==> src/bet_pkg.sv <==
// Purpose: Shared constants and types of the bit error tester
// Assumes: 200 MHz system clock, byte addresses on the register port
// Notes:   Pattern codes follow the enum order below
package bet_pkg;
   // ----------------------------------------
   // Bus shape
   // ----------------------------------------
   localparam int ADDR_W = 8;
   localparam int DATA_W = 32;
   typedef logic [ADDR_W-1:0] bet_addr_t;
   typedef logic [DATA_W-1:0] bet_word_t;
   typedef enum logic [3:0] {PAT_PN6, PAT_PN9, PAT_PN11, PAT_PN15,
                             PAT_PN17, PAT_PN20, PAT_PN23, PAT_PN31,
                             PAT_USER} bet_pat_t;
   // ----------------------------------------
   // Register offsets and fields
   // ----------------------------------------
   localparam bet_addr_t OFS_CTRL = 8'h00;
   localparam bet_addr_t OFS_CMD  = 8'h04;
   localparam bet_addr_t OFS_UPAT = 8'h08;
   localparam bet_addr_t OFS_ULEN = 8'h0C;
   localparam bet_addr_t OFS_TLIM = 8'h10;
   localparam bet_addr_t OFS_BLIM = 8'h14;
   localparam bet_addr_t OFS_ELIM = 8'h18;
   localparam bet_addr_t OFS_STAT = 8'h1C;
   localparam bet_addr_t OFS_BITS = 8'h20;
   localparam bet_addr_t OFS_ERRS = 8'h24;
   localparam bet_addr_t OFS_SECS = 8'h28;
   localparam int CTRL_EN = 0, CTRL_LIMITED = 1, CTRL_REPEAT = 2, CTRL_CLR_LOSS = 3;
   localparam int CTRL_SEL_LSB = 4, SEL_W = 4, CMD_RESTART = 0;
   localparam int STAT_RUN = 0, STAT_LOCK = 1, STAT_DONE = 2;
   localparam int ULEN_W = 6;
   // ----------------------------------------
   // Reset values and limits
   // ----------------------------------------
   localparam bet_pat_t RST_SEL = PAT_PN15;
   localparam logic RST_REPEAT = 1'b1;
   localparam logic [ULEN_W-1:0] ULEN_MIN = 6'h02, ULEN_MAX = 6'h20, RST_ULEN = 6'h04;
   localparam bet_word_t RST_UPAT = 32'h0000_000B;
   // ----------------------------------------
   // Sequences, sync and timing
   // ----------------------------------------
   localparam int PN_LEN [8] = '{6, 9, 11, 15, 17, 20, 23, 31};
   localparam int PN_TAP [8] = '{5, 5, 9, 14, 14, 3, 18, 28};
   localparam logic [5:0] SYNC_RUN = 6'h20;
   localparam logic [6:0] LOSS_WIN = 7'h40, LOSS_ERR = 7'h10;
   localparam int SECOND_S = 1;
   localparam int CLK_HZ = 200_000_000;
   localparam int SEC_CYCLES = SECOND_S * CLK_HZ;
endpackage : bet_pkg

==> src/bet_ref_if.sv <==
// Purpose: Links the tester core to its reference generator
// Assumes: One clock domain
// Notes:   ctl side drives, gen side returns the reference bit
`timescale 1ns/1ps
interface bet_ref_if;
   import bet_pkg::*;
   bet_pat_t            sel;
   bet_word_t           user_pat;
   logic [ULEN_W-1:0]   user_len;
   logic                step;
   logic                rx_bit;
   logic                locked;
   logic                ref_bit;
   modport gen (input sel, user_pat, user_len, step, rx_bit, locked, output ref_bit);
   modport ctl (output sel, user_pat, user_len, step, rx_bit, locked, input ref_bit);
endinterface : bet_ref_if

==> src/bet_top.sv <==
// Purpose: Bit error rate tester on the demodulated bit stream
// Assumes: Bit clock and data pins are asynchronous to clk, bit rate well below clk/4
// Notes:   Registers on a plain strobe port, read data one cycle after the strobe
`timescale 1ns/1ps
module bet_top #(
   parameter int TICKS_PER_SEC = bet_pkg::SEC_CYCLES
) (
   input  wire logic        clk,
   input  wire logic        reset,
   input  bet_pkg::bet_addr_t addr,
   input  bet_pkg::bet_word_t wr_data,
   input  wire logic        wr_stb,
   input  wire logic        rd_stb,
   output bet_pkg::bet_word_t rd_data,
   input  wire logic        rx_clk_pin,
   input  wire logic        rx_data_pin,
   output logic             meas_running,
   output logic             pattern_locked
);
   import bet_pkg::*;

   typedef enum logic {ST_STOPPED, ST_RUNNING} bet_state_t;

   // ----------------------------------------
   // Declarations
   // ----------------------------------------
   bet_state_t        st_q, st_d;
   logic              en_q, en_d;
   logic              lim_q, lim_d;
   logic              rep_q, rep_d;
   logic              clr_q, clr_d;
   bet_pat_t          sel_q, sel_d;
   bet_word_t         upat_q, upat_d;
   logic [ULEN_W-1:0] ulen_q, ulen_d;
   bet_word_t         tlim_q, tlim_d;
   bet_word_t         blim_q, blim_d;
   bet_word_t         elim_q, elim_d;
   bet_word_t         bits_q, bits_d;
   bet_word_t         errs_q, errs_d;
   bet_word_t         secs_q, secs_d;
   bet_word_t         tick_q, tick_d;
   logic              done_q, done_d;
   bet_word_t         rd_data_d;
   logic              clk_s1, clk_s2, clk_s3;
   logic              dat_s1, dat_s2;
   logic              step;
   logic              mismatch;
   logic              lost;
   logic              measurement_restart;
   logic              limit_hit;
   logic              loss_clr;

   bet_ref_if ref_if ();

   function automatic logic hit(input bet_word_t lim, input bet_word_t cnt);
      return (lim != '0) && (cnt >= lim);
   endfunction : hit

   // ----------------------------------------
   // Pin synchronisers
   // ----------------------------------------
   always_ff @(posedge clk or posedge reset)
   begin
      if (reset)
      begin
         clk_s1 <= 1'b0;
         clk_s2 <= 1'b0;
         clk_s3 <= 1'b0;
         dat_s1 <= 1'b0;
         dat_s2 <= 1'b0;
      end
      else
      begin
         clk_s1 <= rx_clk_pin;
         clk_s2 <= clk_s1;
         clk_s3 <= clk_s2;
         dat_s1 <= rx_data_pin;
         dat_s2 <= dat_s1;
      end
   end

   // Rising bit-clock edge; data seen through the same two-flop delay
   assign step     = clk_s2 & ~clk_s3;
   assign mismatch = dat_s2 ^ ref_if.ref_bit;

   // ----------------------------------------
   // Reference generator and sync
   // ----------------------------------------
   assign ref_if.sel      = sel_q;
   assign ref_if.user_pat = upat_q;
   assign ref_if.user_len = ulen_q;
   assign ref_if.step     = step;
   assign ref_if.rx_bit   = dat_s2;
   assign ref_if.locked   = pattern_locked;

   bet_refgen u_refgen (
      .clk   (clk),
      .reset (reset),
      .rif   (ref_if.gen)
   );

   bet_sync u_sync (
      .clk      (clk),
      .reset    (reset),
      .step     (step),
      .mismatch (mismatch),
      .resync   (measurement_restart),
      .locked   (pattern_locked),
      .lost     (lost)
   );

   // ----------------------------------------
   // Register writes
   // ----------------------------------------
   assign measurement_restart = wr_stb && addr == OFS_CMD && wr_data[CMD_RESTART];

   always_comb
   begin
      en_d   = en_q;
      lim_d  = lim_q;
      rep_d  = rep_q;
      clr_d  = clr_q;
      sel_d  = sel_q;
      upat_d = upat_q;
      ulen_d = ulen_q;
      tlim_d = tlim_q;
      blim_d = blim_q;
      elim_d = elim_q;
      if (wr_stb)
      begin
         unique case (addr)
            OFS_CTRL:
            begin
               en_d  = wr_data[CTRL_EN];
               lim_d = wr_data[CTRL_LIMITED];
               rep_d = wr_data[CTRL_REPEAT];
               clr_d = wr_data[CTRL_CLR_LOSS];
               // Undefined pattern codes leave the selection unchanged
               if (wr_data[CTRL_SEL_LSB +: SEL_W] <= PAT_USER)
                  sel_d = bet_pat_t'(wr_data[CTRL_SEL_LSB +: SEL_W]);
            end
            OFS_UPAT: upat_d = wr_data;
            OFS_ULEN: ulen_d = wr_data[ULEN_W-1:0];
            OFS_TLIM: tlim_d = wr_data;
            OFS_BLIM: blim_d = wr_data;
            OFS_ELIM: elim_d = wr_data;
            default: ;
         endcase
      end
   end

   always_ff @(posedge clk or posedge reset)
   begin
      if (reset)
      begin
         en_q   <= 1'b0;
         lim_q  <= 1'b0;
         rep_q  <= RST_REPEAT;
         clr_q  <= 1'b0;
         sel_q  <= RST_SEL;
         upat_q <= RST_UPAT;
         ulen_q <= RST_ULEN;
         tlim_q <= '0;
         blim_q <= '0;
         elim_q <= '0;
      end
      else
      begin
         en_q   <= en_d;
         lim_q  <= lim_d;
         rep_q  <= rep_d;
         clr_q  <= clr_d;
         sel_q  <= sel_d;
         upat_q <= upat_d;
         ulen_q <= ulen_d;
         tlim_q <= tlim_d;
         blim_q <= blim_d;
         elim_q <= elim_d;
      end
   end

   // ----------------------------------------
   // Measurement control and counters
   // ----------------------------------------
   assign limit_hit = st_q == ST_RUNNING && en_q && lim_q
      && (hit(tlim_q, secs_q) || hit(blim_q, bits_q) || hit(elim_q, errs_q));
   assign loss_clr = clr_q && lost;

   always_comb
   begin
      st_d   = st_q;
      bits_d = bits_q;
      errs_d = errs_q;
      secs_d = secs_q;
      tick_d = tick_q;
      unique case (st_q)
         ST_STOPPED:
         begin
            if (en_q && measurement_restart)
            begin
               st_d   = ST_RUNNING;
               bits_d = '0;
               errs_d = '0;
               secs_d = '0;
               tick_d = '0;
            end
         end
         ST_RUNNING:
         begin
            if (!en_q)
               st_d = ST_STOPPED;
            else if (measurement_restart || (limit_hit && rep_q))
            begin
               bits_d = '0;
               errs_d = '0;
               secs_d = '0;
               tick_d = '0;
            end
            else if (limit_hit)
               st_d = ST_STOPPED;
            else
            begin
               // Bits count only while the reference is aligned
               if (step && pattern_locked)
               begin
                  bits_d = bits_q + 32'h0000_0001;
                  errs_d = errs_q + 32'(mismatch);
               end
               if (tick_q == 32'(TICKS_PER_SEC - 1))
               begin
                  tick_d = '0;
                  secs_d = secs_q + 32'h0000_0001;
               end
               else
                  tick_d = tick_q + 32'h0000_0001;
            end
         end
      endcase
      // Clearing is not counting, so it acts even when stopped
      if (loss_clr)
      begin
         bits_d = '0;
         errs_d = '0;
      end
      // A completion in the same cycle as a restart still sets the flag
      if (limit_hit)
         done_d = 1'b1;
      else if (measurement_restart && en_q)
         done_d = 1'b0;
      else
         done_d = done_q;
   end

   always_ff @(posedge clk or posedge reset)
   begin
      if (reset)
      begin
         st_q         <= ST_STOPPED;
         bits_q       <= '0;
         errs_q       <= '0;
         secs_q       <= '0;
         tick_q       <= '0;
         done_q       <= 1'b0;
         meas_running <= 1'b0;
      end
      else
      begin
         st_q         <= st_d;
         bits_q       <= bits_d;
         errs_q       <= errs_d;
         secs_q       <= secs_d;
         tick_q       <= tick_d;
         done_q       <= done_d;
         meas_running <= st_d == ST_RUNNING;
      end
   end

   // ----------------------------------------
   // Register reads
   // ----------------------------------------
   always_comb
   begin
      rd_data_d = '0;
      if (rd_stb)
      begin
         unique case (addr)
            OFS_CTRL:
            begin
               rd_data_d[CTRL_EN]                   = en_q;
               rd_data_d[CTRL_LIMITED]              = lim_q;
               rd_data_d[CTRL_REPEAT]               = rep_q;
               rd_data_d[CTRL_CLR_LOSS]             = clr_q;
               rd_data_d[CTRL_SEL_LSB +: SEL_W]     = sel_q;
            end
            OFS_UPAT: rd_data_d = upat_q;
            OFS_ULEN: rd_data_d[ULEN_W-1:0] = ulen_q;
            OFS_TLIM: rd_data_d = tlim_q;
            OFS_BLIM: rd_data_d = blim_q;
            OFS_ELIM: rd_data_d = elim_q;
            OFS_STAT:
            begin
               rd_data_d[STAT_RUN]  = st_q == ST_RUNNING;
               rd_data_d[STAT_LOCK] = pattern_locked;
               rd_data_d[STAT_DONE] = done_q;
            end
            OFS_BITS: rd_data_d = bits_q;
            OFS_ERRS: rd_data_d = errs_q;
            OFS_SECS: rd_data_d = secs_q;
            default: ;
         endcase
      end
   end

   always_ff @(posedge clk or posedge reset)
   begin
      if (reset)
         rd_data <= '0;
      else
         rd_data <= rd_data_d;
   end
endmodule : bet_top

==> src/bet_refgen.sv <==
// Purpose: Local reference sequence, aligned to the received stream
// Assumes: step is one cycle per received bit
// Notes:   PN modes self-seed from received bits until locked; user mode holds its pointer on a mismatch only until locked
`timescale 1ns/1ps
module bet_refgen (
   input wire logic clk,
   input wire logic reset,
   bet_ref_if.gen   rif
);
   import bet_pkg::*;
   logic [30:0] hist_q, hist_d;
   logic [4:0]  pos_q, pos_d;
   logic [4:0]  last;

   function automatic logic [4:0] last_pos(input logic [ULEN_W-1:0] len);
      if (len < ULEN_MIN)
         return 5'(ULEN_MIN - 6'h01);
      else if (len > ULEN_MAX)
         return 5'(ULEN_MAX - 6'h01);
      else
         return 5'(len - 6'h01);
   endfunction : last_pos

   // ----------------------------------------
   // Reference bit and next state
   // ----------------------------------------
   always_comb
   begin
      last = last_pos(rif.user_len);
      if (rif.sel == PAT_USER)
         rif.ref_bit = rif.user_pat[pos_q];
      else
         rif.ref_bit = hist_q[PN_LEN[int'(rif.sel)]-1] ^ hist_q[PN_TAP[int'(rif.sel)]-1];
      hist_d = hist_q;
      pos_d  = pos_q;
      if (rif.step && rif.sel != PAT_USER)
         // Locked: predicted bit fed back so errors do not propagate
         hist_d = {hist_q[29:0], rif.locked ? rif.ref_bit : rif.rx_bit};
      else if (rif.step && (rif.locked || rif.rx_bit == rif.ref_bit))
         pos_d = (pos_q == 5'h00) ? last : pos_q - 5'h01;
   end

   always_ff @(posedge clk or posedge reset)
   begin
      if (reset)
      begin
         hist_q <= '0;
         pos_q  <= '0;
      end
      else
      begin
         hist_q <= hist_d;
         pos_q  <= pos_d;
      end
   end
endmodule : bet_refgen

==> src/bet_sync.sv <==
// Purpose: Pattern sync detector
// Assumes: step marks each compared bit
// Notes:   Lock after a clean run, loss after too many errors per window
`timescale 1ns/1ps
module bet_sync (
   input  wire logic clk,
   input  wire logic reset,
   input  wire logic step,
   input  wire logic mismatch,
   input  wire logic resync,
   output logic      locked,
   output logic      lost
);
   import bet_pkg::*;
   logic [5:0] run_q, run_d;
   logic [6:0] win_q, win_d, werr_q, werr_d;
   logic       lock_d, lost_d;

   always_comb
   begin
      run_d  = run_q;
      win_d  = win_q;
      werr_d = werr_q;
      lock_d = locked;
      lost_d = 1'b0;
      if (resync)
      begin
         run_d  = '0;
         lock_d = 1'b0;
      end
      else if (step && !locked)
      begin
         run_d = mismatch ? 6'h00 : run_q + 6'h01;
         if (!mismatch && run_q == SYNC_RUN - 6'h01)
         begin
            lock_d = 1'b1;
            win_d  = '0;
            werr_d = '0;
         end
      end
      else if (step)
      begin
         win_d  = win_q + 7'h01;
         werr_d = werr_q + 7'(mismatch);
         if (werr_d >= LOSS_ERR)
         begin
            lock_d = 1'b0;
            lost_d = 1'b1;
            run_d  = '0;
         end
         else if (win_q == LOSS_WIN - 7'h01)
         begin
            win_d  = '0;
            werr_d = '0;
         end
      end
   end

   always_ff @(posedge clk or posedge reset)
   begin
      if (reset)
      begin
         run_q  <= '0;
         win_q  <= '0;
         werr_q <= '0;
         locked <= 1'b0;
         lost   <= 1'b0;
      end
      else
      begin
         run_q  <= run_d;
         win_q  <= win_d;
         werr_q <= werr_d;
         locked <= lock_d;
         lost   <= lost_d;
      end
   end
endmodule : bet_sync

==> config.mk <==
export PLATFORM = sky130hd
export DESIGN_NAME = bet_top
export DESIGN_NICKNAME = d
export VERILOG_FILES = /design/src/bet_pkg.sv /design/src/bet_ref_if.sv /design/src/bet_top.sv /design/src/bet_refgen.sv /design/src/bet_sync.sv
export SDC_FILE = /design/constraint.sdc
export NUM_CORES = 1
export LEC_CHECK = 0
export ABC_AREA = 1
export BUFFER_PORTS_ARGS = -buffer_cell sky130_fd_sc_hd__buf_4
export CAP_MARGIN = 20
export CORE_AREA = 3 3 224 270
export DETAILED_ROUTE_END_ITERATION = 10
export DIE_AREA = 0 0 227 273
export GPL_TIMING_DRIVEN = 0
export SLEW_MARGIN = 20
export SYNTH_ARGS = -nofsm -noshare
export SYNTH_HDL_FRONTEND = slang
export SYNTH_SLANG_ARGS = --single-unit
==> constraint.sdc <==
create_clock -name clk -period 18.4 [get_ports clk]
set_input_delay 1.84 -clock clk [delete_from_list [all_inputs] [get_ports clk]]
set_output_delay 1.84 -clock clk [all_outputs]
set_load 0.05 [all_outputs]
==> results of run 1 <==
[routing by layer]
| layer | track usage (%) | up-vias |
|---|---|---|
| li1 | - | 10726 |
| met3 | 4.168 | 169 |
| met1 | 36.59 | 10625 |
| met4 | 10.97 | 2 |
| met2 | 43.07 | 751 |
| met5 | 0 | - |
[stage by stage]
step           area [sq um]  std cells
6_report              26270       4057
5_1_grt               26270       4057
4_1_cts               26270       4057
3_5_place_dp          24860       3982
3_3_place_gp          24740       3978
2_1_floorplan         23220       3158
[cell usage in the layout (no fill, tap or decap), types with 76 or more instances in the layout]
cell      netlist  routed
nand4_1        90      90
o22ai_1        81      81
nor2_1        223     223
o21ai_0       258     258
nor3_1         77      76
dfrtp_1       360     360
xor2_1         88      88
ha_1          114     114
buf_4           4      82
inv_1         404     403
nand3_1       324     324
nand2_1       756     756
clkbuf_1       78      88
[cell type report]
type | count | area [sq um]
clock buffer | 59 | 1196
buffer | 129 | 573.1
sequential | 367 | 9193
inverter | 418 | 1579
timing repair buffer | 82 | 695.7
tap | 742 | 928.4
clock inverter | 16 | 217.7
multi-input combinational | 2244 | 11890
fill | 5928 | 31860
[registers in the layout, summed over array words and instances (netlist names), 7 cells and up]
register and cells:
bits_q 32, ref_if.user_pat 32, secs_q 32, tlim_q 32, rd_data 32, tick_q 32
errs_q 32, blim_q 32, elim_q 32, u_refgen.hist_q 31, u_sync.werr_q 7, u_sync.win_q 7
[worst max-delay path, delay by kind of cell, from the launching register on]
kind                     cells  cell delay (ps)
XOR/XNOR                     1              190
adder cells (fa/ha/maj)      3              700
buffers and inverters        6             1270
flip-flops                   1              550
AND/OR/NAND/NOR             25             3150
[path summary, 6_finish.rpt]
check	start	to	slack [ps]	cells after the start
max reg2reg	ref_if.sel[1]	errs_q[29]	12380	35
min in group asynchronous	reset	bits_q[26]	1240	2
min	dat_s1	dat_s2	340	0
max	ref_if.sel[1]	errs_q[29]	12380	35
min reg2reg	dat_s1	dat_s2	340	0
max in group asynchronous	reset	ref_if.user_pat[0]	15610	5
[kinds of logic after synthesis]
| logic type | after synthesis |
|---|---|
| simple gates | 1552 |
| compound gates | 472 |
| xor+xnor | 106 |
| fa+ha+maj | 114 |
| buf+inv | 547 |
| flops | 367 |
[synth_stat cells (77+ instances only)]
cell      count
nand3_1     324
o21ai_0     258
nor3_1       77
ha_1        114
inv_1       404
clkbuf_1     78
xor2_1       88
nand2_1     756
o22ai_1      81
nor2_1      223
dfrtp_1     360
nand4_1      90
[power breakdown]
part           switching (uW)  internal [uW]
clock                     359            524
sequential               28.0            836
combinational             202           87.8
total                     589           1450
==> results.cfg, run 1 <==
[route]
drc = 0
wl_met2_um = 38210
wl_met3_um = 5166
drt_iter0_drc = 2105
ant_nets = 0
dr.pass1.iters = 7
vias_per_cell = 5.490
drt_wl_total_um = 83780
wl_met1_um = 36590
vias = 22273
top_layer = met5
routedWlPerCell_um = 20.65

[power]
max-vdd-ir-drop_mv = 0.06155
power.density_mw_per_mm2 = 77.49
leakage_uw = 0.01227
power_uw = 2036

[final_layout]
nNetsFinal = 3444
diodes = 0
postLayoutCoreUtil_pct = 45.19
layout-drive-gt1-share_pct = 7.210
area_growth_pct = 13.14

[critical_path]
required_ps = 18870
crit_path_max_fanout = 11
cp.arrival_ps = 6490
path_class = flip-flop to flip-flop
cpMaxStageDelayCell = dfstp_2
end_kind = flip-flop
cp_slowest_stage_delay_ps = 550
path_common_cell = nand2_1
cp-start-kind = flip-flop

[sta]
hold-worst-slack_ps = 344.3
rsz0062_at_grt = false
slew_violations = 0
setup_ws_ps = 12380
max_freq_ghz = 0.1662
worst_pin_slew_ps = 998.4
fin_skew_ps = 14.86
setup_viol = 0
finalCriticalPeriod_ps = 6017
max-slew-margin-rel_pct = 32.88
hold_viol = 0
tns_ps = 0
period_share_pct = 32.70

[logic_synthesis]
synth-edff-count = 0
synth_xor_area_share_pct = 3.998
synth-simple-area-share_pct = 29.59
ys_ff_latch = 367
yosys.area_share.adder_pct = 6.143
synth_warnings = 0
synth_largest_area_cell = dfrtp_1
async_flop_share_pct = 100.0
synth_seq_area_share_pct = 39.59
synthMuxAreaShare_pct = 0
syn_area_per_cell_sq_um = 7.353
dominantRegCellSynth = dfrtp_1
yosysTopAreaCellShare_pct = 38.80
synth_compound_area_share_pct = 11.45
synth_cells = 3158
synthTopCellsByArea = dfrtp_1 (39%), nand2_1 (12%), nand3_1 (7.0%)
syn_nets = 3318
synth_area_sq_mm = 0.02322
synth_top_family_by_area = simple AND/OR/NAND/NOR gates
synth_cell_types = 53

[clocking]
cts_setup_buffers = 0
clk_latency_ps = 580
clk_path_buf_depth = 3
clock-sinks = 367
cts_tree = yes
path_clk_slew_ps = 60
hold_buffers = 0
clock-root-buffer = clkbuf_16
cts_resized = 0
cts_htree_levels = 2
cts_buffers = 42

[worst_hold_path]
hold_path_class = flip-flop to flip-flop

[placed_design]
post-dp-hpwl_um = 65580
pre_cts_ws_ps = 12410
port-buffer-count = 78
gp_congestion = 0.9986

[grt]
grt_pass1_vias = 21317
grt_max_degree = 101
grt_pass1_wl_um = 127900
antenna_found_initial = 1
track_usage_pct = 26.97
grt_overflow = 0

[die]
dieArea_sq_mm = 0.06197
rows = 97
coreArea_sq_mm = 0.05813
dieWidth_um = 227
io_pins = 80
start_util_pct = 39.94
die_h_um = 273

[job]
cap_viol_max_count = 0

[outcome]
run_status = completed
Power figures use the tool's default switching activity.
==> run 2, diff against run 1 <==
==> constraint.sdc (replaced) <==
create_clock -name clk -period 5.89 [get_ports clk]
set_input_delay 0.589 -clock clk [delete_from_list [all_inputs] [get_ports clk]]
set_output_delay 0.589 -clock clk [all_outputs]
set_load 0.05 [all_outputs]
==> results.cfg, run 2 (same netlist as run 1, synthesis figures left out) <==
[sta]
max-slew-margin-rel_pct = 30.99
setup_viol = 0
slew_violations = 0
hold_viol = 0
worst_pin_slew_ps = 1035
max_freq_ghz = 0.1835
setup_ws_ps = 440.5
fin_skew_ps = 43.31
period_share_pct = 92.52
finalCriticalPeriod_ps = 5449
tns_ps = 0

[power]
leakage_uw = 0.01239
max-vdd-ir-drop_mv = 0.2014
power_uw = 6508
power.density_mw_per_mm2 = 244.9

[clocking]
clock-sinks = 367
clk_latency_ps = 600
cts_tree = yes
clk_path_buf_depth = 3
clock-root-buffer = clkbuf_16
path_clk_slew_ps = 60
cts_htree_levels = 2
cts_buffers = 43
hold_buffers = 0

[grt]
grt_pass1_vias = 21603
track_usage_pct = 26.62
grt_pass1_wl_um = 126700
antenna_found_initial = 1
grt_max_degree = 34
grt_overflow = 0

[outcome]
run_status = completed

[route]
vias = 22462
routedWlPerCell_um = 20.22
drt_iter0_drc = 2387
vias_per_cell = 5.516
drc = 0
dr.pass1.iters = 6
ant_nets = 0
drt_wl_total_um = 82350

[critical_path]
cpMaxStageDelayCell = dfstp_2
required_ps = 6350
path_common_cell = nand2_1
crit_path_max_fanout = 11
worst-path-buf-inv = 6
cp.arrival_ps = 5910
cp-start-kind = flip-flop
crit_family = simple AND/OR/NAND/NOR gates
cp_slowest_stage_delay_ps = 560
end_kind = flip-flop
path_class = flip-flop to flip-flop

[final_layout]
nNetsFinal = 3456
diodes = 0
final_cell_area_sq_mm = 0.02657
area_growth_pct = 14.42
layout_commonest_cell = nand2_1
final_cells = 4072
layout_common_cells = nand2_1 (753), inv_1 (401), dfrtp_1 (360)
layout-drive-gt1-share_pct = 7.898

[placed_design]
gp_congestion = 1.025
place_inst = 3990
post-dp-hpwl_um = 64980
placed_area_sq_mm = 0.02500
pre_cts_ws_ps = -98.97
port-buffer-count = 78

[worst_hold_path]
hold_path_class = primary input to asynchronous set/reset pin

[die]
die_h_um = 273
dieWidth_um = 227
coreArea_sq_mm = 0.05813
start_util_pct = 39.94
rows = 97
dieArea_sq_mm = 0.06197
io_pins = 80

[job]
cap_viol_max_count = 0
run 2: cell count changes in the layout (fill, tap and decap cells not counted), moves of 3 or more:
cell,change
nand2_1,-3
buf_12,+11
nand2_2,+3
buf_16,-3
buf_4,+3
run 2: where the power goes:
part	internal, uW	switching (uW)	total [uW]
Combinational	288	625	913
Sequential	2610	83.9	2700
Clock	1760	1140	2900
run 2: per-layer routing:
metal  routed length (um)  GRT usage [%]
met1                35300          36.01
met2                37460          42.62
met3                 5284          3.255
met4                 4309          12.19
met5                    0              0
run 2: cell type report:
type / instances / area (sq um)
plain buffers: 128 / 573.1
repair buffers: 94 / 863.3
inverters: 418 / 1579
multi-input cells: 2244 / 11920
well taps: 742 / 928.4
clock buffers: 59 / 1217
fillers: 5899 / 31570
flip-flops and latches: 367 / 9193
clock inverters: 20 / 295.3
run 2: worst register-to-register path, delay by kind of cell, from the launching register on:
kind                       cells  cell delay, ps
and+or+nand+nor               27            3270
buffers and inverters          6             710
adders and majority gates      3             590
DFF                            1             560
xor gates and xnor gates       1             200
run 2: metrics by stage:
stage,utilization (%),hold WS (ps)
4_1_cts,45.59,46.28
6_report,45.70,66.60
2_1_floorplan,-,331.2
3_3_place_gp,42.55,336.8
3_5_place_dp,43.00,337.2
5_1_grt,45.70,73.60
run 2: path summary, 6_finish.rpt:
| check | start | to | slack [ps] | cells after the start |
|---|---|---|---|---|
| worst max register to register | ref_if.sel[1] | errs_q[29] | 440 | 37 |
| worst min-delay path | reset | u_refgen.hist_q[14] | 70 | 2 |
| min in group clk | rx_clk_pin | clk_s1 | 120 | 1 |
| max in group asynchronous | reset | blim_q[25] | 4410 | 7 |
| worst max-delay path | ref_if.sel[1] | errs_q[29] | 440 | 37 |
| worst min register to register | dat_s1 | dat_s2 | 350 | 0 |
run 2: timing repair:
item | 4_1_cts | 5_1_grt
gates resized for setup | 0 | 9
setup endpoints to repair | 5 | 16
pin swaps | 0 | 5
buffers inserted | 0 | 4
